File: src/design/scb_defines.vh
// constants of the clock buffer configuration port
// Summary of operation
// - slave only, block read and write transfers
// - stop after any byte keeps completed bytes
// - address 1101 plus latched select pin bits
// - write: index, count, data; all acked
// - read: index, restart, count then data
// - byte0 bits4:3 enable outputs while their pins are high, else disable
// - byte1 bits7:6 report latched pll mode
// - byte1 bit5 picks software pll mode
// - software pll bits stored, inert until enabled
// - byte2 bits4:3 output edge speed, fast
// - byte3 bit5 gates frequency select bits
// - byte3 bit0 feedback edge speed, fast
// - byte11 bits1:0 disabled pair levels
`ifndef SCB_DEFINES_VH
`define SCB_DEFINES_VH
// ==========================================
// address
`define SCB_ADDR_HI 4'hd
// ==========================================
// byte indexes
`define SCB_IDX_OUTPUT_ENABLE 8'h00
`define SCB_IDX_PLL_MODE 8'h01
`define SCB_IDX_EDGE_SPEED 8'h02
`define SCB_IDX_FREQ_SEL 8'h03
`define SCB_IDX_RSVD4 8'h04
`define SCB_IDX_STOP_CTRL 8'h0b
// ==========================================
// reset values
`define SCB_RST_OUTPUT_ENABLE 8'h18
`define SCB_RST_PLL_MODE 8'h06
`define SCB_RST_EDGE_SPEED 8'hff
`define SCB_RST_FREQ_SEL 8'hc7
`define SCB_RST_RSVD4 8'hff
`define SCB_RST_STOP_CTRL 8'h40
// ==========================================
// field positions
`define SCB_BIT_SECOND_OE 4
`define SCB_BIT_FIRST_OE 3
`define SCB_BIT_PLL_SW_EN 5
`define SCB_BIT_FREQ_SW_EN 5
`define SCB_BIT_FB_SPEED 0
// ==========================================
// writable masks
`define SCB_WMASK_OUTPUT_ENABLE 8'h18
`define SCB_WMASK_PLL_MODE 8'h3b
`define SCB_WMASK_EDGE_SPEED 8'h18
`define SCB_WMASK_FREQ_SEL 8'h39
`define SCB_WMASK_STOP_CTRL 8'hc3
// ==========================================
// timing: edges after reset release before straps are latched
`define SCB_STRAP_WAIT 2'h2
`endif

File: src/design/scb_config_port.v
// serial configuration port and register bank of the clock buffer
`include "scb_defines.vh"
module scb_config_port (
  input wire CLOCK,
  input wire SRST,
  input wire SCL_IN,
  input wire SDA_IN,
  output wire SDA_OUT,
  output wire SDA_OE,
  input wire [2:0] ADDRESS_SELECT_PIN,
  input wire [1:0] PLL_MODE_STRAP,
  input wire FIRST_OUTPUT_ENABLE_PIN,
  input wire SECOND_OUTPUT_ENABLE_PIN,
  output reg FIRST_OUTPUT_ACTIVE,
  output reg SECOND_OUTPUT_ACTIVE,
  output reg [1:0] DISABLE_STATE,
  output reg [1:0] PLL_MODE,
  output reg [1:0] AMPLITUDE,
  output reg FIRST_OUTPUT_EDGE_SPEED,
  output reg SECOND_OUTPUT_EDGE_SPEED,
  output reg FEEDBACK_EDGE_SPEED,
  output reg FREQ_SW_ENABLE,
  output reg [1:0] FREQUENCY_CODE
);
  // ==========================================
  // states
  localparam [5:0] ST_IDLE = 6'b000001;
  localparam [5:0] ST_ADDR = 6'b000010;
  localparam [5:0] ST_ACK = 6'b000100;
  localparam [5:0] ST_RXB = 6'b001000;
  localparam [5:0] ST_TXB = 6'b010000;
  localparam [5:0] ST_MACK = 6'b100000;
  // byte roles in a write
  localparam [1:0] PH_INDEX = 2'd0;
  localparam [1:0] PH_COUNT = 2'd1;
  localparam [1:0] PH_DATA = 2'd2;
  // ==========================================
  // pin synchronisers
  wire scl_s;
  wire sda_s;
  wire oe1_s;
  wire oe2_s;
  scb_sync u_scl (.CLOCK(CLOCK), .SRST(SRST), .d(SCL_IN), .q(scl_s));
  scb_sync u_sda (.CLOCK(CLOCK), .SRST(SRST), .d(SDA_IN), .q(sda_s));
  scb_sync u_oe1 (.CLOCK(CLOCK), .SRST(SRST), .d(FIRST_OUTPUT_ENABLE_PIN), .q(oe1_s));
  scb_sync u_oe2 (.CLOCK(CLOCK), .SRST(SRST), .d(SECOND_OUTPUT_ENABLE_PIN), .q(oe2_s));
  reg scl_d_reg;
  reg sda_d_reg;
  always @(posedge CLOCK) begin
    if (SRST) begin
      scl_d_reg <= 1'b1;
      sda_d_reg <= 1'b1;
    end else begin
      scl_d_reg <= scl_s;
      sda_d_reg <= sda_s;
    end
  end
  wire scl_rise = scl_s & ~scl_d_reg;
  wire scl_fall = ~scl_s & scl_d_reg;
  wire start_cond = scl_s & scl_d_reg & ~sda_s & sda_d_reg;
  wire stop_cond = scl_s & scl_d_reg & sda_s & ~sda_d_reg;
  // ==========================================
  // straps caught once after reset release
  // straps pass the same two flops as every other pin
  wire [2:0] addr_sel_s;
  wire [1:0] pll_strap_s;
  genvar g;
  generate
    for (g = 0; g < 3; g = g + 1) begin : g_addr_sync
      scb_sync u_addr_sel (.CLOCK(CLOCK), .SRST(SRST), .d(ADDRESS_SELECT_PIN[g]), .q(addr_sel_s[g]));
    end
    for (g = 0; g < 2; g = g + 1) begin : g_strap_sync
      scb_sync u_pll_strap (.CLOCK(CLOCK), .SRST(SRST), .d(PLL_MODE_STRAP[g]), .q(pll_strap_s[g]));
    end
  endgenerate
  reg strap_done_reg;
  reg [1:0] strap_wait_reg;
  reg [2:0] addr_lo_reg;
  reg [1:0] pll_latched_reg;
  always @(posedge CLOCK) begin
    if (SRST) begin
      strap_done_reg <= 1'b0;
      strap_wait_reg <= 2'h0;
      addr_lo_reg <= 3'h0;
      pll_latched_reg <= 2'h0;
    end else if (!strap_done_reg) begin
      // wait until the synchronisers no longer show their reset level
      if (strap_wait_reg == `SCB_STRAP_WAIT) begin
        strap_done_reg <= 1'b1;
        addr_lo_reg <= addr_sel_s;
        pll_latched_reg <= pll_strap_s;
      end else begin
        strap_wait_reg <= strap_wait_reg + 2'h1;
      end
    end
  end
  // ==========================================
  // register bank
  reg [7:0] output_enable_ctrl_reg;
  reg [7:0] pll_mode_amplitude_ctrl_reg;
  reg [7:0] output_edge_speed_ctrl_reg;
  reg [7:0] frequency_select_ctrl_reg;
  reg [7:0] stop_ctrl_reg;
  reg [7:0] idx_reg;
  reg [7:0] rd_data;
  always @* begin
    if (idx_reg == `SCB_IDX_OUTPUT_ENABLE) begin
      rd_data = output_enable_ctrl_reg;
    end else if (idx_reg == `SCB_IDX_PLL_MODE) begin
      rd_data = {pll_latched_reg, pll_mode_amplitude_ctrl_reg[5:0]};
    end else if (idx_reg == `SCB_IDX_EDGE_SPEED) begin
      rd_data = output_edge_speed_ctrl_reg;
    end else if (idx_reg == `SCB_IDX_FREQ_SEL) begin
      rd_data = frequency_select_ctrl_reg;
    end else if (idx_reg == `SCB_IDX_RSVD4) begin
      rd_data = `SCB_RST_RSVD4;
    end else if (idx_reg == `SCB_IDX_STOP_CTRL) begin
      rd_data = stop_ctrl_reg;
    end else begin
      rd_data = 8'h00;
    end
  end
  // ==========================================
  // protocol engine
  reg [5:0] state_reg;
  reg [7:0] shift_reg;
  reg [3:0] bit_cnt_reg;
  reg [1:0] phase_reg;
  reg reading_reg;
  reg addr_ok_reg;
  reg count_sent_reg;
  reg sda_oe_reg;
  reg [7:0] tx_reg;
  wire [7:0] rx_byte = {shift_reg[6:0], sda_s};
  // store strobe on the last bit of each data byte
  wire wr_en = (state_reg == ST_RXB) && scl_rise && (bit_cnt_reg == 4'd7) && (phase_reg == PH_DATA);
  always @(posedge CLOCK) begin
    if (SRST) begin
      state_reg <= ST_IDLE;
      shift_reg <= 8'h00;
      bit_cnt_reg <= 4'h0;
      idx_reg <= 8'h00;
      phase_reg <= PH_INDEX;
      reading_reg <= 1'b0;
      addr_ok_reg <= 1'b0;
      count_sent_reg <= 1'b0;
      sda_oe_reg <= 1'b0;
      tx_reg <= 8'h00;
    end else if (stop_cond) begin
      state_reg <= ST_IDLE;
      sda_oe_reg <= 1'b0;
    end else if (start_cond) begin
      state_reg <= ST_ADDR; // repeated start keeps the index
      bit_cnt_reg <= 4'h0;
      sda_oe_reg <= 1'b0;
    end else begin
      case (state_reg)
        ST_ADDR: begin
          if (scl_rise) begin
            shift_reg <= rx_byte;
            bit_cnt_reg <= bit_cnt_reg + 4'd1;
            if (bit_cnt_reg == 4'd7) begin
              addr_ok_reg <= (shift_reg[6:0] == {`SCB_ADDR_HI, addr_lo_reg});
              reading_reg <= sda_s;
              phase_reg <= PH_INDEX;
              count_sent_reg <= 1'b0;
              state_reg <= ST_ACK;
            end
          end
        end
        ST_RXB: begin
          if (scl_rise) begin
            shift_reg <= rx_byte;
            bit_cnt_reg <= bit_cnt_reg + 4'd1;
            if (bit_cnt_reg == 4'd7) begin
              addr_ok_reg <= 1'b1;
              state_reg <= ST_ACK; // every byte acked
              if (phase_reg == PH_INDEX) begin
                idx_reg <= rx_byte;
                phase_reg <= PH_COUNT;
              end else if (phase_reg == PH_COUNT) begin
                phase_reg <= PH_DATA; // count only frames the data; stop ends it
              end else begin
                idx_reg <= idx_reg + 8'd1;
              end
            end
          end
        end
        ST_ACK: begin
          // ack driven from first scl fall to next scl fall
          if (scl_fall) begin
            if (!sda_oe_reg) begin
              if (addr_ok_reg) begin
                sda_oe_reg <= 1'b1;
              end else begin
                state_reg <= ST_IDLE;
              end
            end else begin
              bit_cnt_reg <= 4'h0;
              if (reading_reg) begin
                tx_reg <= count_sent_reg ? rd_data : 8'h01; // count byte first
                count_sent_reg <= 1'b1;
                sda_oe_reg <= count_sent_reg ? ~rd_data[7] : 1'b1;
                state_reg <= ST_TXB;
              end else begin
                sda_oe_reg <= 1'b0;
                state_reg <= ST_RXB;
              end
            end
          end
        end
        ST_TXB: begin
          if (scl_fall) begin
            bit_cnt_reg <= bit_cnt_reg + 4'd1;
            if (bit_cnt_reg == 4'd7) begin
              sda_oe_reg <= 1'b0;
              state_reg <= ST_MACK;
            end else begin
              tx_reg <= {tx_reg[6:0], 1'b0};
              sda_oe_reg <= ~tx_reg[6];
            end
          end
        end
        ST_MACK: begin
          // index moves at the rise, next byte goes out from the fall, so data only moves with the clock low
          if (scl_rise) begin
            if (sda_s) begin
              state_reg <= ST_IDLE; // host nack ends the read
            end else begin
              idx_reg <= (phase_reg == PH_DATA) ? idx_reg + 8'd1 : idx_reg;
              phase_reg <= PH_DATA;
            end
          end else if (scl_fall) begin
            bit_cnt_reg <= 4'h0;
            tx_reg <= rd_data;
            sda_oe_reg <= ~rd_data[7];
            state_reg <= ST_TXB;
          end
        end
        default: begin
          sda_oe_reg <= 1'b0;
        end
      endcase
    end
  end
  assign SDA_OUT = 1'b0;
  assign SDA_OE = sda_oe_reg;
  // ==========================================
  // register writes, each byte kept as it completes
  always @(posedge CLOCK) begin
    if (SRST) begin
      output_enable_ctrl_reg <= `SCB_RST_OUTPUT_ENABLE;
      pll_mode_amplitude_ctrl_reg <= `SCB_RST_PLL_MODE;
      output_edge_speed_ctrl_reg <= `SCB_RST_EDGE_SPEED;
      frequency_select_ctrl_reg <= `SCB_RST_FREQ_SEL;
      stop_ctrl_reg <= `SCB_RST_STOP_CTRL;
    end else if (wr_en) begin
      if (idx_reg == `SCB_IDX_OUTPUT_ENABLE) begin
        output_enable_ctrl_reg <= (output_enable_ctrl_reg & ~`SCB_WMASK_OUTPUT_ENABLE) |
          (rx_byte & `SCB_WMASK_OUTPUT_ENABLE);
      end else if (idx_reg == `SCB_IDX_PLL_MODE) begin
        pll_mode_amplitude_ctrl_reg <= (pll_mode_amplitude_ctrl_reg & ~`SCB_WMASK_PLL_MODE) |
          (rx_byte & `SCB_WMASK_PLL_MODE);
      end else if (idx_reg == `SCB_IDX_EDGE_SPEED) begin
        output_edge_speed_ctrl_reg <= (output_edge_speed_ctrl_reg & ~`SCB_WMASK_EDGE_SPEED) |
          (rx_byte & `SCB_WMASK_EDGE_SPEED);
      end else if (idx_reg == `SCB_IDX_FREQ_SEL) begin
        frequency_select_ctrl_reg <= (frequency_select_ctrl_reg & ~`SCB_WMASK_FREQ_SEL) |
          (rx_byte & `SCB_WMASK_FREQ_SEL);
      end else if (idx_reg == `SCB_IDX_STOP_CTRL) begin
        stop_ctrl_reg <= (stop_ctrl_reg & ~`SCB_WMASK_STOP_CTRL) | (rx_byte & `SCB_WMASK_STOP_CTRL);
      end
    end
  end
  // ==========================================
  // control outputs, registered
  always @(posedge CLOCK) begin
    if (SRST) begin
      FIRST_OUTPUT_ACTIVE <= 1'b0;
      SECOND_OUTPUT_ACTIVE <= 1'b0;
      DISABLE_STATE <= 2'b00;
      PLL_MODE <= 2'b00;
      AMPLITUDE <= 2'b10;
      FIRST_OUTPUT_EDGE_SPEED <= 1'b1;
      SECOND_OUTPUT_EDGE_SPEED <= 1'b1;
      FEEDBACK_EDGE_SPEED <= 1'b1;
      FREQ_SW_ENABLE <= 1'b0;
      FREQUENCY_CODE <= 2'b00;
    end else begin
      // enable pins are active high here; a cleared bit forces disable
      FIRST_OUTPUT_ACTIVE <= output_enable_ctrl_reg[`SCB_BIT_FIRST_OE] & oe1_s;
      SECOND_OUTPUT_ACTIVE <= output_enable_ctrl_reg[`SCB_BIT_SECOND_OE] & oe2_s;
      DISABLE_STATE <= stop_ctrl_reg[1:0];
      PLL_MODE <= pll_mode_amplitude_ctrl_reg[`SCB_BIT_PLL_SW_EN] ?
        pll_mode_amplitude_ctrl_reg[4:3] : pll_latched_reg;
      AMPLITUDE <= pll_mode_amplitude_ctrl_reg[1:0];
      FIRST_OUTPUT_EDGE_SPEED <= output_edge_speed_ctrl_reg[3];
      SECOND_OUTPUT_EDGE_SPEED <= output_edge_speed_ctrl_reg[4];
      FEEDBACK_EDGE_SPEED <= frequency_select_ctrl_reg[`SCB_BIT_FB_SPEED];
      FREQ_SW_ENABLE <= frequency_select_ctrl_reg[`SCB_BIT_FREQ_SW_EN];
      FREQUENCY_CODE <= frequency_select_ctrl_reg[`SCB_BIT_FREQ_SW_EN] ?
        frequency_select_ctrl_reg[4:3] : 2'b00;
    end
  end
endmodule // scb_config_port

File: src/design/scb_sync.v
// two flop synchroniser for one pin
module scb_sync (
  input wire CLOCK,
  input wire SRST,
  input wire d,
  output wire q
);
  reg s1_reg;
  reg s2_reg;
  always @(posedge CLOCK) begin
    if (SRST) begin
      s1_reg <= 1'b1;
      s2_reg <= 1'b1;
    end else begin
      s1_reg <= d;
      s2_reg <= s1_reg;
    end
  end
  assign q = s2_reg;
endmodule // scb_sync

File: config.mk
export PLATFORM = sky130hd
export DESIGN_NAME = scb_config_port
export DESIGN_NICKNAME = d
export VERILOG_FILES = /design/src/design/scb_config_port.v /design/src/design/scb_sync.v
export VERILOG_INCLUDE_DIRS = /design/src /design/src/design
export SDC_FILE = /design/constraint.sdc
export NUM_CORES = 1
export LEC_CHECK = 0
export ABC_AREA = 1
export BUFFER_PORTS_ARGS = -buffer_cell sky130_fd_sc_hd__clkbuf_2
export CORE_UTILIZATION = 39
export DETAILED_ROUTE_END_ITERATION = 16
export PLACE_DENSITY = 0.65
export SLEW_MARGIN = 0
export SYNTH_ARGS = -nofsm -noshare
export SYNTH_HDL_FRONTEND = slang
export SYNTH_HIERARCHICAL = 1
export SYNTH_SLANG_ARGS = --single-unit
File: constraint.sdc
create_clock -name CLOCK -period 3.7 [get_ports CLOCK]
set_input_delay 0.185 -clock CLOCK [delete_from_list [all_inputs] [get_ports CLOCK]]
set_output_delay 0.185 -clock CLOCK [all_outputs]
set_load 0.01 [all_outputs]
Word-level counts from Yosys, hierarchy flattened

Index checks and enable logic that the tools add are counted.

Add/subtract/negate cells: 3
Equal/unequal tests: 48
Mux-type cells: 77
Bitwise logic cells: 30
Reductions and logical operators: 34

Operators by type and width:

| kind                  | count |
|---|---|
| $mux W8               | 13 |
| $mux W6               | 10 |
| $mux W7               | 8 |
| $mux W4               | 7 |
| $ne A2 B2 Y1 const B  | 14 |
| $ne A3 B3 Y1 const B  | 9 |
| $reduce_and A9 Y1     | 3 |
| $pmux W6 S4           | 1 |
| $pmux W7 S3           | 1 |
| $mux W1               | 20 |
| $mux W2               | 10 |
| $reduce_and A10 Y1    | 2 |
| $eq A8 B2 Y1 const B  | 2 |
| $not A1 Y1            | 16 |
| $or A8 B5 Y8          | 2 |
| $or A8 B6 Y8          | 2 |
| $pmux W4 S4           | 1 |
| $pmux W8 S2           | 1 |
| $reduce_and A8 Y1     | 2 |
| $reduce_and A5 Y1     | 3 |
| $and A1 B1 Y1         | 9 |
| $ne A3 B1 Y1 const B  | 3 |
| $add A8 B1 Y8 const B | 1 |
| $eq A8 B1 Y1 const B  | 1 |
| 36 further kinds      | 51 |

Register bits after elaboration: 120
Input bits: 11

Depth between registers and ports, before layout

Gate-level depths: netlist of the first run.

Depth after elaboration: 13
Depth in mapped cells: 12
Mapped depth without buffers: 12

By module

The synthesis of the first run kept the hierarchy.

Modules (own cells, without submodules):

| module          | times used | cells each | area each (um^2) | sequential area each (um^2) |
|---|---|---|---|---|
| scb_config_port | 1          | 587        | 4115.2           | 1581.5 |
| scb_sync        | 9          | 7          | 58.8             | 40.0 |

Least setup slack after synthesis of the first run

Ideal clock, no wire load.

Path type: register to register
Start point: register u_scl.s2_reg, in the netlist u_scl/q
End point: register tx_reg[1]
Library setup time: 0.120 ns
Arrival: 1.443 ns
Setup slack: 2.138 ns
Cell stages (with the launch flop): 11
Buffers on the path: 1
Clock period less this slack: 1.562 ns
Cell sequence: dfxtp_1 > ha_1 > nand3_4 > inv_2 > nor2_4 > nand2_1 > nor2_1 > nand3_2 > buf_6 > a21oi_1 > a21oi_1

Word-level cells in the longest chain between the ends: 5
Elaborated cells between the ends (all ways): 15
Those cells by class: eq/ne: 4; bitwise: 10; reduce/logical: 1

Ends and longest elaborated chain:

| item                                          | RTL line                                   | RTL |
|---|---|---|
| start, declared                               | scb_sync.v:9                               | `reg s2_reg;` |
| start signal, assigned                        | scb_sync.v:16                              | `s2_reg <= s1_reg;` |
| $and A1 B1 Y1                                 | scb_config_port.v:60, scb_config_port.v:61 |  |
| $and A1 B1 Y1 (on tied branches) (2 in a row) | scb_config_port.v:61, scb_config_port.v:60 |  |
| $not A1 Y1 (no line)                          | n/a                                        |  |
| $reduce_and A10 Y1 (no line) *                | n/a                                        |  |
| end signal, assigned                          | scb_config_port.v:201                      | `tx_reg <= count_sent_reg ? rd_data : 8'h01;` |
| end signal, assigned                          | scb_config_port.v:219                      | `tx_reg <= {tx_reg[6:0], 1'b0};` |
| end signal, assigned                          | scb_config_port.v:235                      | `tx_reg <= rd_data;` |
| end, declared                                 | scb_config_port.v:133                      | `reg [7:0] tx_reg;` |

Every way passes the cells marked *; elsewhere a longest branch is shown, timed or not.
A chain may end at the register's enable or synchronous reset.

Final worst setup path of the first run

Start point: register state_reg[0]
End point: register tx_reg[0]

Word-level cells in the longest chain between the ends: 3
Elaborated cells between the ends (all ways): 13
Those cells by class: eq/ne: 10; mux: 1; reduce/logical: 2

Ends and longest elaborated chain:

| item                                                                | RTL line              | RTL |
|---|---|---|
| start, declared                                                     | scb_config_port.v:125 | `reg [5:0] state_reg;` |
| start signal, assigned                                              | scb_config_port.v:139 | `state_reg <= ST_IDLE;` |
| start signal, assigned                                              | scb_config_port.v:150 | `state_reg <= ST_IDLE;` |
| start signal, assigned                                              | scb_config_port.v:153 | `state_reg <= ST_ADDR;` |
| $eq A6 B5 Y1 (tied with other cells)                                | scb_config_port.v:157 | `case (state_reg)` |
| $ne A2 B2 Y1 (no line) / $reduce_bool A3 Y1 (equally long branches) | n/a                   |  |
| $reduce_and A10 Y1 (no line)                                        | n/a                   |  |

Parallel ways exist; a longest one is shown, timed or not.

==> results of run 1 <==
-- worst reg2reg max path, stage by stage (launching register included) --
cell	delay, ps
sky130_fd_sc_hd__dfxtp_1	350
sky130_fd_sc_hd__nor2_4	280
sky130_fd_sc_hd__nand3_2	320
sky130_fd_sc_hd__nand3_2	210
sky130_fd_sc_hd__nand3_2	270
sky130_fd_sc_hd__nor2_1	170
sky130_fd_sc_hd__nand2_1	60
sky130_fd_sc_hd__a21oi_1	140
-- layout make-up --
class                   count  area (µm²)
fillers                  1153        6320
well taps                 143         179
clock buffers              10         229
clock inverters             5        63.8
flip-flops and latches     97        1940
repair buffers             28         150
inverters                 101         382
multi-input cells         440        2250
-- metal layers --
metal / part of all wire / global-route usage
met4: 0.029 / 0.0874
met1: 0.46 / 0.234
met2: 0.47 / 0.309
met5: 0 / 0
met3: 0.042 / 0.0421
-- cell usage after synthesis (all sizes together) --
cell    instances
nor2           93
buf             8
dfxtp          97
inv           100
xnor2           1
clkbuf          4
or2             7
nor4            3
clkinv          1
nand3          31
nand2         160
o211ai          6
o22ai           2
nor3            8
a21oi          53
nand4          15
o21ai          39
xor2            1
o21a            1
conb            1
o31ai           1
a211oi          4
ha              9
nand3b          4
o211a           1
-- cell families (layout without fill, tap and decap cells) --
family,after synthesis,in the layout,share of synthesized area
adder cells (fa/ha/maj),9,9,0.0242
AND/OR/NAND/NOR,321,321,0.328
flip-flops,97,97,0.418
other,1,1,0.000807
XOR/XNOR,2,2,0.00377
buffers and inverters,113,144,0.0981
AO/OA/AOI/OAI,107,107,0.127
-- power groups by stage --
stage / registers, W / logic (W) / clock network [W]
floorplan: 0.00113 / 0.000109 / 0
global placement: 0.00113 / 0.000143 / 0
detailed placement: 0.00114 / 0.000149 / 0
CTS: 0.00111 / 0.000153 / 0.000950
global route: 0.00112 / 0.000177 / 0.00100
finish: 0.00111 / 0.000151 / 0.000932
-- metrics by stage --
| stage | area, µm² | hold WS, ps | power, W | std cells |
|---|---|---|---|---|
| 2_1_floorplan | 4640 | 270 | 0.00124 | 650 |
| 3_3_place_gp | 4890 | 355 | 0.00128 | 808 |
| 3_5_place_dp | 4890 | 359 | 0.00128 | 808 |
| 4_1_cts | 5190 | 2.34 | 0.00222 | 824 |
| 5_1_grt | 5190 | 4.63 | 0.00229 | 824 |
| 6_report | 5190 | 9.24 | 0.00220 | 824 |
-- repair_timing --
action / CTS / global route
hold buffers: 1 / 0
hold endpoints to repair: 1 / 0
gates resized for setup: 0 / 0
-- worst max path at each step --
| stage | end | slack [ps] | cells past startpoint |
|---|---|---|---|
| 2_1_floorplan | tx_reg[1]$_SDFFE_PP0P_ | 2140 | 10 |
| 3_3_place_gp | tx_reg[1]$_SDFFE_PP0P_ | 1910 | 9 |
| 3_5_place_dp | state_reg[5]$_SDFFE_PP0P_ | 1870 | 10 |
| 4_1_cts | tx_reg[0]$_SDFFE_PP0P_ | 1840 | 7 |
| 5_1_grt | state_reg[5]$_SDFFE_PP0P_ | 1630 | 11 |
| 6_report | tx_reg[0]$_SDFFE_PP0P_ | 1810 | 7 |
==> flow_summary.html, run 1 <==
<table>
<tr><th>Metric</th><th>Value</th></tr>
<tr><th colspan="2">Setup path</th></tr>
<tr><td>Max stage delay on crit path</td><td>350 ps</td></tr>
<tr><td>Combined buffer and inverter count along the critical path</td><td>0</td></tr>
<tr><td>Reg2Reg Setup Slack</td><td>1810 ps</td></tr>
<tr><td>WP data required</td><td>3960 ps</td></tr>
<tr><td>Slowest CP cell</td><td>sky130_fd_sc_hd__dfxtp_1</td></tr>
<tr><td>Setup crit start</td><td>state_reg[0]$_SDFFE_PP1P_</td></tr>
<tr><td>Worst reg2reg startpoint</td><td>state_reg[0]$_SDFFE_PP1P_</td></tr>
<tr><td>Cells along the critical path</td><td>nor2_4, nand3_2, nand3_2, nand3_2, nor2_1, nand2_1, a21oi_1</td></tr>
<tr><td>End of the worst register-to-register path</td><td>tx_reg[0]$_SDFFE_PP0P_</td></tr>
<tr><td>Count of cells along the worst register-to-register path</td><td>7</td></tr>
<tr><td>Critical Path Most Common Cell</td><td>sky130_fd_sc_hd__nand3_2</td></tr>
<tr><td>Kind of cell with the highest combined delay on the critical path</td><td>simple AND/OR/NAND/NOR gates</td></tr>
<tr><td>Class of the most critical setup path</td><td>reg2reg</td></tr>
<tr><td>Endpoint kind of the worst setup timing path</td><td>register</td></tr>
<tr><td>Maximum fanout count along the critical path</td><td>14</td></tr>
<tr><td>Data arrival time of the worst path</td><td>2150 ps</td></tr>
<tr><td>Crit path launch type</td><td>register</td></tr>
<tr><th colspan="2">Power and ir drop</th></tr>
<tr><td>Share of power burned in registers</td><td>0.507</td></tr>
<tr><td>Static Leak</td><td>2.42 nW</td></tr>
<tr><td>Peak supply drop</td><td>0.307 mV</td></tr>
<tr><td>Int Power</td><td>0.00167 W</td></tr>
<tr><td>Portion of total power attributed to the clock network</td><td>0.424</td></tr>
<tr><td>PwrDens</td><td>423 nW/µm²</td></tr>
<tr><td>Net switching component of the power</td><td>0.000526 W</td></tr>
<tr><td>Net switching share of the total power</td><td>0.240</td></tr>
<tr><td>Share of total power in combinational logic</td><td>0.069</td></tr>
<tr><th colspan="2">Clock tree</th></tr>
<tr><td>Clock root buffer master</td><td>sky130_fd_sc_hd__clkbuf_16</td></tr>
<tr><td>Worst-case clock buffer depth</td><td>2</td></tr>
<tr><td>Setup repair bufs after CTS</td><td>0</td></tr>
<tr><td>Clock tree from TritonCTS</td><td>done</td></tr>
<tr><td>Worst skew pair latency</td><td>350 ps</td></tr>
<tr><td>Clock slew seen by the registers of the worst setup and hold paths</td><td>70 ps</td></tr>
<tr><td>Number of sinks handled by clock tree synthesis</td><td>97</td></tr>
<tr><td>H-tree levels</td><td>3</td></tr>
<tr><td>TritonCTS buffer count</td><td>9</td></tr>
<tr><th colspan="2">Synthesis</th></tr>
<tr><td>Post-synthesis sequential area ratio</td><td>0.418</td></tr>
<tr><td>Ranking of synthesized cells by area</td><td>sky130_fd_sc_hd__dfxtp_1 42%, sky130_fd_sc_hd__nand2_1 12%, sky130_fd_sc_hd__inv_1 7.5%</td></tr>
<tr><td>Number of unique standard cell types used by synthesis</td><td>41</td></tr>
<tr><td>Cell accounting for the most synthesized area</td><td>sky130_fd_sc_hd__dfxtp_1</td></tr>
<tr><td>Synth Net Count</td><td>670</td></tr>
<tr><td>Avg Synthesized Cell Area</td><td>7.15 µm²</td></tr>
<tr><td>Cells after synthesis</td><td>650</td></tr>
<tr><td>Share of Yosys cell area claimed by the top area cell type</td><td>0.418</td></tr>
<tr><td>Ys Warns</td><td>6</td></tr>
<tr><td>Count of state elements after synthesis</td><td>97</td></tr>
<tr><td>Post-synthesis instance area</td><td>4640 µm²</td></tr>
<tr><th colspan="2">STA</th></tr>
<tr><td>Min setup slack post-route</td><td>1810 ps</td></tr>
<tr><td>Shortest clock period the worst path allows after layout</td><td>1890 ps</td></tr>
<tr><td>Post-Route Setup TNS</td><td>0 ps</td></tr>
<tr><td>Setup repair after global routing missed its margin</td><td>false</td></tr>
<tr><td>Slew at the pin closest to its max-slew limit</td><td>843 ps</td></tr>
<tr><td>Number of setup violations in the final report</td><td>0</td></tr>
<tr><td>Max-Slew Margin vs Limit</td><td>0.438</td></tr>
<tr><td>Final Hold Fails</td><td>0</td></tr>
<tr><td>Fin. max-slew vios</td><td>0</td></tr>
<tr><td>Highest achievable clock rate</td><td>0.530 GHz</td></tr>
<tr><td>Fin crit share</td><td>0.510</td></tr>
<tr><td>Worst Clk Skew</td><td>9.47 ps</td></tr>
<tr><th colspan="2">Placement</th></tr>
<tr><td>Final HPWL from detailed placement</td><td>7960 µm</td></tr>
<tr><td>Placement-stage worst setup slack</td><td>1870 ps</td></tr>
<tr><td>Final RePlAce weighted congestion</td><td>0.902</td></tr>
<tr><td>Number of buffer cells added on primary ports</td><td>25</td></tr>
<tr><th colspan="2">Cells and area</th></tr>
<tr><td>Top library cells by usage in the layout, fill and taps aside</td><td>152 x sky130_fd_sc_hd__nand2_1, 97 x sky130_fd_sc_hd__dfxtp_1, 93 x sky130_fd_sc_hd__inv_1</td></tr>
<tr><td>Number of flip-flops under the largest register name</td><td>8</td></tr>
<tr><td>Layout net count</td><td>697</td></tr>
<tr><td>Most frequent standard cell in the layout excluding fill and tap cells</td><td>sky130_fd_sc_hd__nand2_1</td></tr>
<tr><td>Number of antenna cells inserted</td><td>0</td></tr>
<tr><td>Share of cells above drive strength 1</td><td>0.135</td></tr>
<tr><td>Synth-to-Final Area Change</td><td>11.8%</td></tr>
<tr><td>Share of the core filled with cells</td><td>0.451</td></tr>
<tr><th colspan="2">Routing</th></tr>
<tr><td>Final antenna-violating net count</td><td>0</td></tr>
<tr><td>Via count of the routed design</td><td>4164</td></tr>
<tr><td>Total Routed Length</td><td>10800 µm</td></tr>
<tr><td>Number of design-rule violations left by the first detailed-router iteration</td><td>190</td></tr>
<tr><td>WL/cell</td><td>13.1 µm</td></tr>
<tr><td>DRT Pass-1 Iters</td><td>11</td></tr>
<tr><td>Number of vias per cell</td><td>5.05</td></tr>
<tr><td>DRC violations left</td><td>2</td></tr>
<tr><th colspan="2">Hold path</th></tr>
<tr><td>Worst min-delay path class</td><td>in2reg</td></tr>
<tr><td>Hold Crit Endpoint</td><td>u_sda/s1_reg$_SDFF_PP1_</td></tr>
<tr><td>Startpoint of the tightest hold check path</td><td>SDA_IN</td></tr>
<tr><td>Worst hold path depth</td><td>3</td></tr>
<tr><th colspan="2">Global route</th></tr>
<tr><td>Global-route wire length before repair</td><td>18600 µm</td></tr>
<tr><td>Maximum number of pins on one net before global-route repair</td><td>39</td></tr>
<tr><td>Number of global-route vias before repair</td><td>3991</td></tr>
<tr><td>Antenna violations before repair</td><td>0</td></tr>
<tr><td>Overall overflow remaining after global route</td><td>0</td></tr>
<tr><td>Global routing usage summed across all routing layers</td><td>0.188</td></tr>
<tr><th colspan="2">Floorplanning</th></tr>
<tr><td>I/O pins</td><td>27</td></tr>
<tr><td>Die X</td><td>111 µm</td></tr>
<tr><td>Die outline height</td><td>111 µm</td></tr>
<tr><td>DIE AREA</td><td>12300 µm²</td></tr>
<tr><td>Row cnt</td><td>39</td></tr>
<tr><td>Starting density of the core</td><td>0.403</td></tr>
<tr><td>Area of the core region</td><td>11500 µm²</td></tr>
<tr><th colspan="2">Outcome</th></tr>
<tr><td>Failing checks</td><td>DRC</td></tr>
<tr><td>Status</td><td>finished with violations</td></tr>
<tr><th colspan="2">Job</th></tr>
<tr><td>Number of maximum-capacitance constraint violations</td><td>0</td></tr>
</table>
No activity file was read; power rests on OpenSTA's default activity.
==> run 2: changes to the inputs <==
clock period = 1.8 ns   (was 3.7 ns; I/O delays follow)
==> run 2 against run 1 <==
Compared with the run above: the run still ends with DRC left; combinational power up 130%; hold slack better by 70 ps; clock-buffer cell count unchanged; worst setup slack worse by 1700 ps; sequential share of layout area down 3.3 points.
==> flow_summary.html, run 2 (synthesized netlist as in run 1, its figures left out) <==
<table>
<tr><th>Metric</th><th>Value</th></tr>
<tr><th colspan="2">Outcome</th></tr>
<tr><td>Status</td><td>finished with violations</td></tr>
<tr><td>Failing checks</td><td>DRC</td></tr>
<tr><th colspan="2">Global route</th></tr>
<tr><td>Overall overflow remaining after global route</td><td>0 (unchanged)</td></tr>
<tr><td>Antenna violations before repair</td><td>0 (unchanged)</td></tr>
<tr><td>Number of global-route vias before repair</td><td>4112 (+3.0%)</td></tr>
<tr><td>Global-route wire length before repair</td><td>18800 µm (+0.82%)</td></tr>
<tr><td>Maximum number of pins on one net before global-route repair</td><td>45 (+15%)</td></tr>
<tr><td>Global routing usage summed across all routing layers</td><td>0.189 (+0.00137)</td></tr>
<tr><th colspan="2">Cells and area</th></tr>
<tr><td>Top library cells by usage in the layout, fill and taps aside</td><td>147 x sky130_fd_sc_hd__nand2_1, 93 x sky130_fd_sc_hd__dfxtp_1, 93 x sky130_fd_sc_hd__inv_1</td></tr>
<tr><td>Non-filler cells, final</td><td>862 (+4.6%)</td></tr>
<tr><td>Most frequent standard cell in the layout excluding fill and tap cells</td><td>sky130_fd_sc_hd__nand2_1</td></tr>
<tr><td>Combined flip-flop and latch cell area</td><td>1950 µm² (+0.39%)</td></tr>
<tr><td>Multi-input gate area in the final layout</td><td>2400 µm² (+6.7%)</td></tr>
<tr><td>Layout net count</td><td>734 (+5.3%)</td></tr>
<tr><td>Number of flip-flops under the largest register name</td><td>8 (unchanged)</td></tr>
<tr><td>Number of fillers in the final layout</td><td>1122 (-2.7%)</td></tr>
<tr><td>Number of antenna cells inserted</td><td>0 (unchanged)</td></tr>
<tr><td>Share of the core filled with cells</td><td>0.496 (+0.0453)</td></tr>
<tr><td>Share of cells above drive strength 1</td><td>0.200 (+0.0652)</td></tr>
<tr><td>Synth-to-Final Area Change</td><td>23.0%</td></tr>
<tr><th colspan="2">STA</th></tr>
<tr><td>Setup repair after global routing missed its margin</td><td>true</td></tr>
<tr><td>Number of setup violations in the final report</td><td>0 (unchanged)</td></tr>
<tr><td>Min setup slack post-route</td><td>113 ps (-1700 ps)</td></tr>
<tr><td>Post-Route Setup TNS</td><td>0 ps (unchanged)</td></tr>
<tr><td>Fin. max-slew vios</td><td>0 (unchanged)</td></tr>
<tr><td>Worst Clk Skew</td><td>8.25 ps (-1.22 ps)</td></tr>
<tr><td>Final Hold Fails</td><td>0 (unchanged)</td></tr>
<tr><td>Fin crit share</td><td>0.937 (+0.427)</td></tr>
<tr><td>Highest achievable clock rate</td><td>0.593 GHz (+12%)</td></tr>
<tr><td>Shortest clock period the worst path allows after layout</td><td>1690 ps (-200 ps)</td></tr>
<tr><th colspan="2">Clock tree</th></tr>
<tr><td>Clock slew seen by the registers of the worst setup and hold paths</td><td>70 ps (about the same)</td></tr>
<tr><td>Clock root buffer master</td><td>sky130_fd_sc_hd__clkbuf_16</td></tr>
<tr><td>H-tree levels</td><td>3 (unchanged)</td></tr>
<tr><td>Worst skew pair latency</td><td>350 ps (about the same)</td></tr>
<tr><td>Worst-case clock buffer depth</td><td>2 (unchanged)</td></tr>
<tr><td>Number of sinks handled by clock tree synthesis</td><td>97 (unchanged)</td></tr>
<tr><td>Clock tree from TritonCTS</td><td>done</td></tr>
<tr><td>TritonCTS buffer count</td><td>9 (unchanged)</td></tr>
<tr><th colspan="2">Power and ir drop</th></tr>
<tr><td>PwrDens</td><td>829 nW/µm² (+96%)</td></tr>
<tr><td>Static Leak</td><td>2.68 nW (+11%)</td></tr>
<tr><td>Peak supply drop</td><td>0.733 mV (+140%)</td></tr>
<tr><th colspan="2">Floorplanning</th></tr>
<tr><td>I/O pins</td><td>27 (unchanged)</td></tr>
<tr><td>Die outline height</td><td>111 µm (unchanged)</td></tr>
<tr><td>Row cnt</td><td>39 (unchanged)</td></tr>
<tr><td>Area of the core region</td><td>11500 µm² (unchanged)</td></tr>
<tr><td>DIE AREA</td><td>12300 µm² (unchanged)</td></tr>
<tr><td>Die X</td><td>111 µm (unchanged)</td></tr>
<tr><td>Starting density of the core</td><td>0.403 (unchanged)</td></tr>
<tr><th colspan="2">Placement</th></tr>
<tr><td>Number of buffer cells added on primary ports</td><td>25 (unchanged)</td></tr>
<tr><td>Placement-stage worst setup slack</td><td>-22.5 ps (-1890 ps)</td></tr>
<tr><td>Total instance count after detailed placement</td><td>827 (+2.4%)</td></tr>
<tr><td>Final HPWL from detailed placement</td><td>8060 µm (+1.2%)</td></tr>
<tr><td>Final RePlAce weighted congestion</td><td>0.845 (-6.3%)</td></tr>
<tr><th colspan="2">Routing</th></tr>
<tr><td>WL/cell</td><td>12.8 µm (-2.4%)</td></tr>
<tr><td>Number of design-rule violations left by the first detailed-router iteration</td><td>205 (+7.9%)</td></tr>
<tr><td>Number of vias per cell</td><td>4.90 (-2.9%)</td></tr>
<tr><td>Final antenna-violating net count</td><td>0 (unchanged)</td></tr>
<tr><td>Via count of the routed design</td><td>4228 (+1.5%)</td></tr>
<tr><td>Total Routed Length</td><td>11000 µm (+2.1%)</td></tr>
<tr><td>DRT Pass-1 Iters</td><td>10 (-1)</td></tr>
<tr><td>DRC violations left</td><td>2 (unchanged)</td></tr>
<tr><th colspan="2">Setup path</th></tr>
<tr><td>Reg2Reg Setup Slack</td><td>110 ps (-1700 ps)</td></tr>
<tr><td>Maximum fanout count along the critical path</td><td>10 (-4)</td></tr>
<tr><td>WP data required</td><td>2030 ps (-1930 ps)</td></tr>
<tr><td>Setup crit start</td><td>state_reg[5]$_SDFFE_PP0P_</td></tr>
<tr><td>Count of cells along the worst register-to-register path</td><td>9 (+2)</td></tr>
<tr><td>Worst reg2reg startpoint</td><td>state_reg[5]$_SDFFE_PP0P_</td></tr>
<tr><td>Crit path launch type</td><td>register</td></tr>
<tr><td>Endpoint kind of the worst setup timing path</td><td>register</td></tr>
<tr><td>Data arrival time of the worst path</td><td>1920 ps (-230 ps)</td></tr>
<tr><td>Class of the most critical setup path</td><td>reg2reg</td></tr>
<tr><th colspan="2">Hold path</th></tr>
<tr><td>Worst hold path depth</td><td>2 (-1)</td></tr>
<tr><td>Worst min-delay path class</td><td>in2reg</td></tr>
<tr><td>Startpoint of the tightest hold check path</td><td>SRST</td></tr>
<tr><th colspan="2">Job</th></tr>
<tr><td>Number of maximum-capacitance constraint violations</td><td>0 (unchanged)</td></tr>
</table>
[run 2: cell types whose count changed in the layout (fill, tap and decap cells not counted), sizes merged]
cell	previous run	this run
clkinvlp	1	0
bufinv	1	2
buf	2	30
nand3	31	32
dlygate4sd3	1	9
inv	102	103
[run 2: per-stage QoR]
step	total power (W)	hold WS, ps	area (µm²)
after floorplan	0.00255	175	4640
after global placement	0.00263	259	5060
after detailed placement	0.00265	266	5060
after CTS	0.00480	85.6	5490
after global routing	0.00495	100	5710
final	0.00474	79.6	5710
[run 2: final timing paths]
| path | to |
|---|---|
| setup / recovery | pll_mode_amplitude_ctrl_reg[4]$_SDFFE_PP0P_ |
| hold / removal | idx_reg[7]$_SDFFE_PP0P_ |
| setup reg to reg | pll_mode_amplitude_ctrl_reg[4]$_SDFFE_PP0P_ |
| hold reg to reg | g_addr_sync[0].u_addr_sel/q$_SDFF_PP1_ |
[run 2: per-layer routing]
layer	GRT usage	wire length (µm)
met5	0	0
met2	0.326	5430
met1	0.225	4940
met3	0.0492	420
met4	0.0712	212
[run 2: final cells by class]
class                      count  share of cell area
timing repair buffer          64              0.0821
clock buffer                  10              0.0418
inverter                     101              0.0677
sequential                    97               0.341
multi-input combinational    441               0.420
tap                          143              0.0313
clock inverter                 6              0.0164
[run 2: power breakdown]
group          internal, W  total (W)  leakage, nW  switching (W)
registers          0.00224    0.00229        0.791      0.0000458
clock network      0.00127    0.00211        0.165       0.000837
logic             0.000135   0.000340         1.72       0.000205
total              0.00365    0.00474         2.68        0.00109
[run 2: repair_timing]
item,4_1_cts,5_1_grt
pin swaps,0,12
setup endpoints to repair,14,48
setup buffers,0,9
hold buffers,9,0
gates resized for setup,2,42
endpoints found under the hold margin,9,0
gates cloned,0,1
[run 2: critical path: stages (launching register included)]
cell and delay (ps):
sky130_fd_sc_hd__dfxtp_1 310, sky130_fd_sc_hd__buf_4 140, sky130_fd_sc_hd__nor2_4 220, sky130_fd_sc_hd__nand3_4 200
sky130_fd_sc_hd__inv_4 140, sky130_fd_sc_hd__nand3b_4 90, sky130_fd_sc_hd__nor2_2 160, sky130_fd_sc_hd__nand2_4 120
sky130_fd_sc_hd__nor2_1 140, sky130_fd_sc_hd__a211oi_2 50
==> run 3: changes to the inputs <==
CORE_MARGIN = 2   (was default)
==> run 3 against run 2 <==
Compared with the run above: the run still ends with DRC left; critical path depth is 1 higher; fmax is 0.60% lower; power is 5.7% lower; cell count is 1.3% lower; clock skew is 2.1 ps higher; sequential power hardly changed; first-iteration DRC count is 15% higher; largest cell class unchanged.
==> flow_summary.html, run 3 (synthesized netlist as in run 1, its figures left out) <==
<table>
<tr><th>Metric</th><th>Value</th></tr>
<tr><th colspan="2">Routing</th></tr>
<tr><td>DRT Pass-1 Iters</td><td>11 (+1)</td></tr>
<tr><td>Total Routed Length</td><td>10700 µm (-2.6%)</td></tr>
<tr><td>Number of design-rule violations left by the first detailed-router iteration</td><td>235 (+15%)</td></tr>
<tr><td>DRC violations left</td><td>2 (unchanged)</td></tr>
<tr><td>WL/cell</td><td>12.6 µm (-1.3%)</td></tr>
<tr><td>Final antenna-violating net count</td><td>0 (unchanged)</td></tr>
<tr><td>Number of vias per cell</td><td>4.88 (-0.55%)</td></tr>
<tr><td>Via count of the routed design</td><td>4151 (-1.8%)</td></tr>
<tr><th colspan="2">Job</th></tr>
<tr><td>Number of maximum-capacitance constraint violations</td><td>0 (unchanged)</td></tr>
<tr><th colspan="2">Clock tree</th></tr>
<tr><td>TritonCTS buffer count</td><td>9 (unchanged)</td></tr>
<tr><td>Clock root buffer master</td><td>sky130_fd_sc_hd__clkbuf_16</td></tr>
<tr><td>Clock slew seen by the registers of the worst setup and hold paths</td><td>60 ps (about the same)</td></tr>
<tr><td>Clock tree from TritonCTS</td><td>done</td></tr>
<tr><td>Number of sinks handled by clock tree synthesis</td><td>97 (unchanged)</td></tr>
<tr><td>Worst skew pair latency</td><td>350 ps (about the same)</td></tr>
<tr><td>Worst-case clock buffer depth</td><td>2 (unchanged)</td></tr>
<tr><td>H-tree levels</td><td>3 (unchanged)</td></tr>
<tr><th colspan="2">Cells and area</th></tr>
<tr><td>Layout net count</td><td>723 (-1.5%)</td></tr>
<tr><td>Non-filler cells, final</td><td>851 (-1.3%)</td></tr>
<tr><td>Synth-to-Final Area Change</td><td>19.5%</td></tr>
<tr><td>Number of flip-flops under the largest register name</td><td>8 (unchanged)</td></tr>
<tr><td>Share of the core filled with cells</td><td>0.482 (-0.0143)</td></tr>
<tr><td>Most frequent standard cell in the layout excluding fill and tap cells</td><td>sky130_fd_sc_hd__nand2_1</td></tr>
<tr><td>Number of antenna cells inserted</td><td>0 (unchanged)</td></tr>
<tr><td>Share of cells above drive strength 1</td><td>0.192 (-0.00819)</td></tr>
<tr><td>Top library cells by usage in the layout, fill and taps aside</td><td>147 x sky130_fd_sc_hd__nand2_1, 92 x sky130_fd_sc_hd__inv_1, 91 x sky130_fd_sc_hd__dfxtp_1</td></tr>
<tr><th colspan="2">STA</th></tr>
<tr><td>Final Hold Fails</td><td>0 (unchanged)</td></tr>
<tr><td>Worst Clk Skew</td><td>10.3 ps (+2.07 ps)</td></tr>
<tr><td>Fin crit share</td><td>0.943 (+0.00571)</td></tr>
<tr><td>Number of setup violations in the final report</td><td>0 (unchanged)</td></tr>
<tr><td>Highest achievable clock rate</td><td>0.589 GHz (-0.60%)</td></tr>
<tr><td>Shortest clock period the worst path allows after layout</td><td>1700 ps (+10.3 ps)</td></tr>
<tr><td>Setup repair after global routing missed its margin</td><td>true</td></tr>
<tr><td>Fin. max-slew vios</td><td>0 (unchanged)</td></tr>
<tr><th colspan="2">Setup path</th></tr>
<tr><td>Data arrival time of the worst path</td><td>1970 ps (+50 ps)</td></tr>
<tr><td>Count of cells along the worst register-to-register path</td><td>10 (+1)</td></tr>
<tr><td>Crit path launch type</td><td>register</td></tr>
<tr><td>Class of the most critical setup path</td><td>reg2reg</td></tr>
<tr><td>WP data required</td><td>2070 ps (+40 ps)</td></tr>
<tr><td>Endpoint kind of the worst setup timing path</td><td>register</td></tr>
<tr><td>Reg2Reg Setup Slack</td><td>100 ps (about the same)</td></tr>
<tr><td>Worst reg2reg startpoint</td><td>state_reg[5]$_SDFFE_PP0P_</td></tr>
<tr><td>Maximum fanout count along the critical path</td><td>9 (-1)</td></tr>
<tr><td>End of the worst register-to-register path</td><td>idx_reg[6]$_SDFFE_PP0P_</td></tr>
<tr><th colspan="2">Global route</th></tr>
<tr><td>Global routing usage summed across all routing layers</td><td>0.176 (-0.0129)</td></tr>
<tr><td>Global-route wire length before repair</td><td>18000 µm (-4.3%)</td></tr>
<tr><td>Maximum number of pins on one net before global-route repair</td><td>45 (unchanged)</td></tr>
<tr><td>Number of global-route vias before repair</td><td>3890 (-5.4%)</td></tr>
<tr><td>Overall overflow remaining after global route</td><td>0 (unchanged)</td></tr>
<tr><td>Antenna violations before repair</td><td>0 (unchanged)</td></tr>
<tr><th colspan="2">Floorplanning</th></tr>
<tr><td>Area of the core region</td><td>11500 µm² (unchanged)</td></tr>
<tr><td>Starting density of the core</td><td>0.403 (unchanged)</td></tr>
<tr><td>DIE AREA</td><td>12800 µm² (+3.6%)</td></tr>
<tr><td>Die X</td><td>113 µm (+1.8%)</td></tr>
<tr><td>Die outline height</td><td>113 µm (+1.8%)</td></tr>
<tr><td>I/O pins</td><td>27 (unchanged)</td></tr>
<tr><td>Row cnt</td><td>39 (unchanged)</td></tr>
<tr><th colspan="2">Outcome</th></tr>
<tr><td>Status</td><td>finished with violations</td></tr>
<tr><td>Failing checks</td><td>DRC</td></tr>
<tr><th colspan="2">Placement</th></tr>
<tr><td>Number of buffer cells added on primary ports</td><td>25 (unchanged)</td></tr>
<tr><td>Final HPWL from detailed placement</td><td>7890 µm (-2.1%)</td></tr>
<tr><td>Final RePlAce weighted congestion</td><td>0.886 (+4.8%)</td></tr>
<tr><td>Total instance count after detailed placement</td><td>821 (-0.73%)</td></tr>
<tr><th colspan="2">Power and ir drop</th></tr>
<tr><td>PwrDens</td><td>805 nW/µm² (-2.9%)</td></tr>
<tr><td>Static Leak</td><td>2.60 nW (-3.0%)</td></tr>
<tr><td>PnR Total Power</td><td>0.00447 W (-5.7%)</td></tr>
<tr><td>Peak supply drop</td><td>0.713 mV (-2.7%)</td></tr>
<tr><th colspan="2">Hold path</th></tr>
<tr><td>Worst hold path depth</td><td>3 (+1)</td></tr>
<tr><td>Startpoint of the tightest hold check path</td><td>SRST</td></tr>
<tr><td>Worst min-delay path class</td><td>in2reg</td></tr>
<tr><td>Hold Crit Endpoint</td><td>DISABLE_STATE[0]$_SDFF_PP0_</td></tr>
</table>
-- run 3: critical path: stages, from the launching register on --
cell,delay (ps)
sky130_fd_sc_hd__dfxtp_1,310
sky130_fd_sc_hd__buf_4,140
sky130_fd_sc_hd__nor2_4,200
sky130_fd_sc_hd__nand3_4,190
sky130_fd_sc_hd__nand2_1,130
sky130_fd_sc_hd__inv_1,90
sky130_fd_sc_hd__nor2_4,100
sky130_fd_sc_hd__nand2_4,120
sky130_fd_sc_hd__inv_6,110
sky130_fd_sc_hd__o21ai_0,80
sky130_fd_sc_hd__a21oi_1,150
-- run 3: repair_timing --
action | 4_1_cts | 5_1_grt
cloned | 0 | 0
setup endpoints to repair | 1 | 46
pin swaps | 0 | 9
hold endpoints to repair | 9 | 0
setup buffers | 0 | 5
resized for setup | 1 | 40
hold buffers | 9 | 0
-- run 3: area by class of cell --
cell class	count	area (µm²)
Clock inverter	4	31.3
Clock buffer	12	256
Sequential cell	97	1950
Multi-Input combinational cell	440	2360
Timing Repair Buffer	54	382
Fill cell	1130	5970
Inverter	101	387
Tap cell	143	179
-- run 3: metrics by stage --
step	TNS, ps	setup WS (ps)	area (µm²)	hold WS, ps
6_report	0	102	5550	274
5_1_grt	-30.4	-22.7	5550	297
4_1_cts	0	3.52	5370	259
3_5_place_dp	0	6.28	4990	266
3_3_place_gp	0	87.7	4990	261
2_1_floorplan	0	238	4640	175
-- run 3: worst max-delay path by stage --
stage | from | cells after the start | slack [ps] | endpoint
after detailed placement | bit_cnt_reg[0]$_SDFFE_PP0P_ | 10 | 6 | phase_reg[0]$_SDFFE_PP0P_
final | state_reg[5]$_SDFFE_PP0P_ | 10 | 100 | idx_reg[6]$_SDFFE_PP0P_
after floorplan | u_scl/q$_SDFF_PP1_ | 10 | 240 | tx_reg[1]$_SDFFE_PP0P_
after global routing | u_scl/q$_SDFF_PP1_ | 10 | -20 | tx_reg[0]$_SDFFE_PP0P_
after global placement | bit_cnt_reg[0]$_SDFFE_PP0P_ | 10 | 90 | state_reg[5]$_SDFFE_PP0P_
after CTS | bit_cnt_reg[0]$_SDFFE_PP0P_ | 10 | 4 | state_reg[2]$_SDFFE_PP0P_
-- run 3: power by group --
part / internal [W] / total [W] / switching (W)
combinational: 0.000126 / 0.000332 / 0.000207
clock: 0.00103 / 0.00185 / 0.000821
sequential: 0.00224 / 0.00229 / 0.0000465
total: 0.00339 / 0.00447 / 0.00107
-- run 3: routing by layer --
layer	part of all wire	vias to the layer above	routed length, µm	track usage
li1	-	2170	-	-
met1	0.46	1888	4910	0.215
met2	0.48	78	5120	0.295
met3	0.046	15	488	0.0514
met4	0.019	0	205	0.0650
met5	0	-	0	0
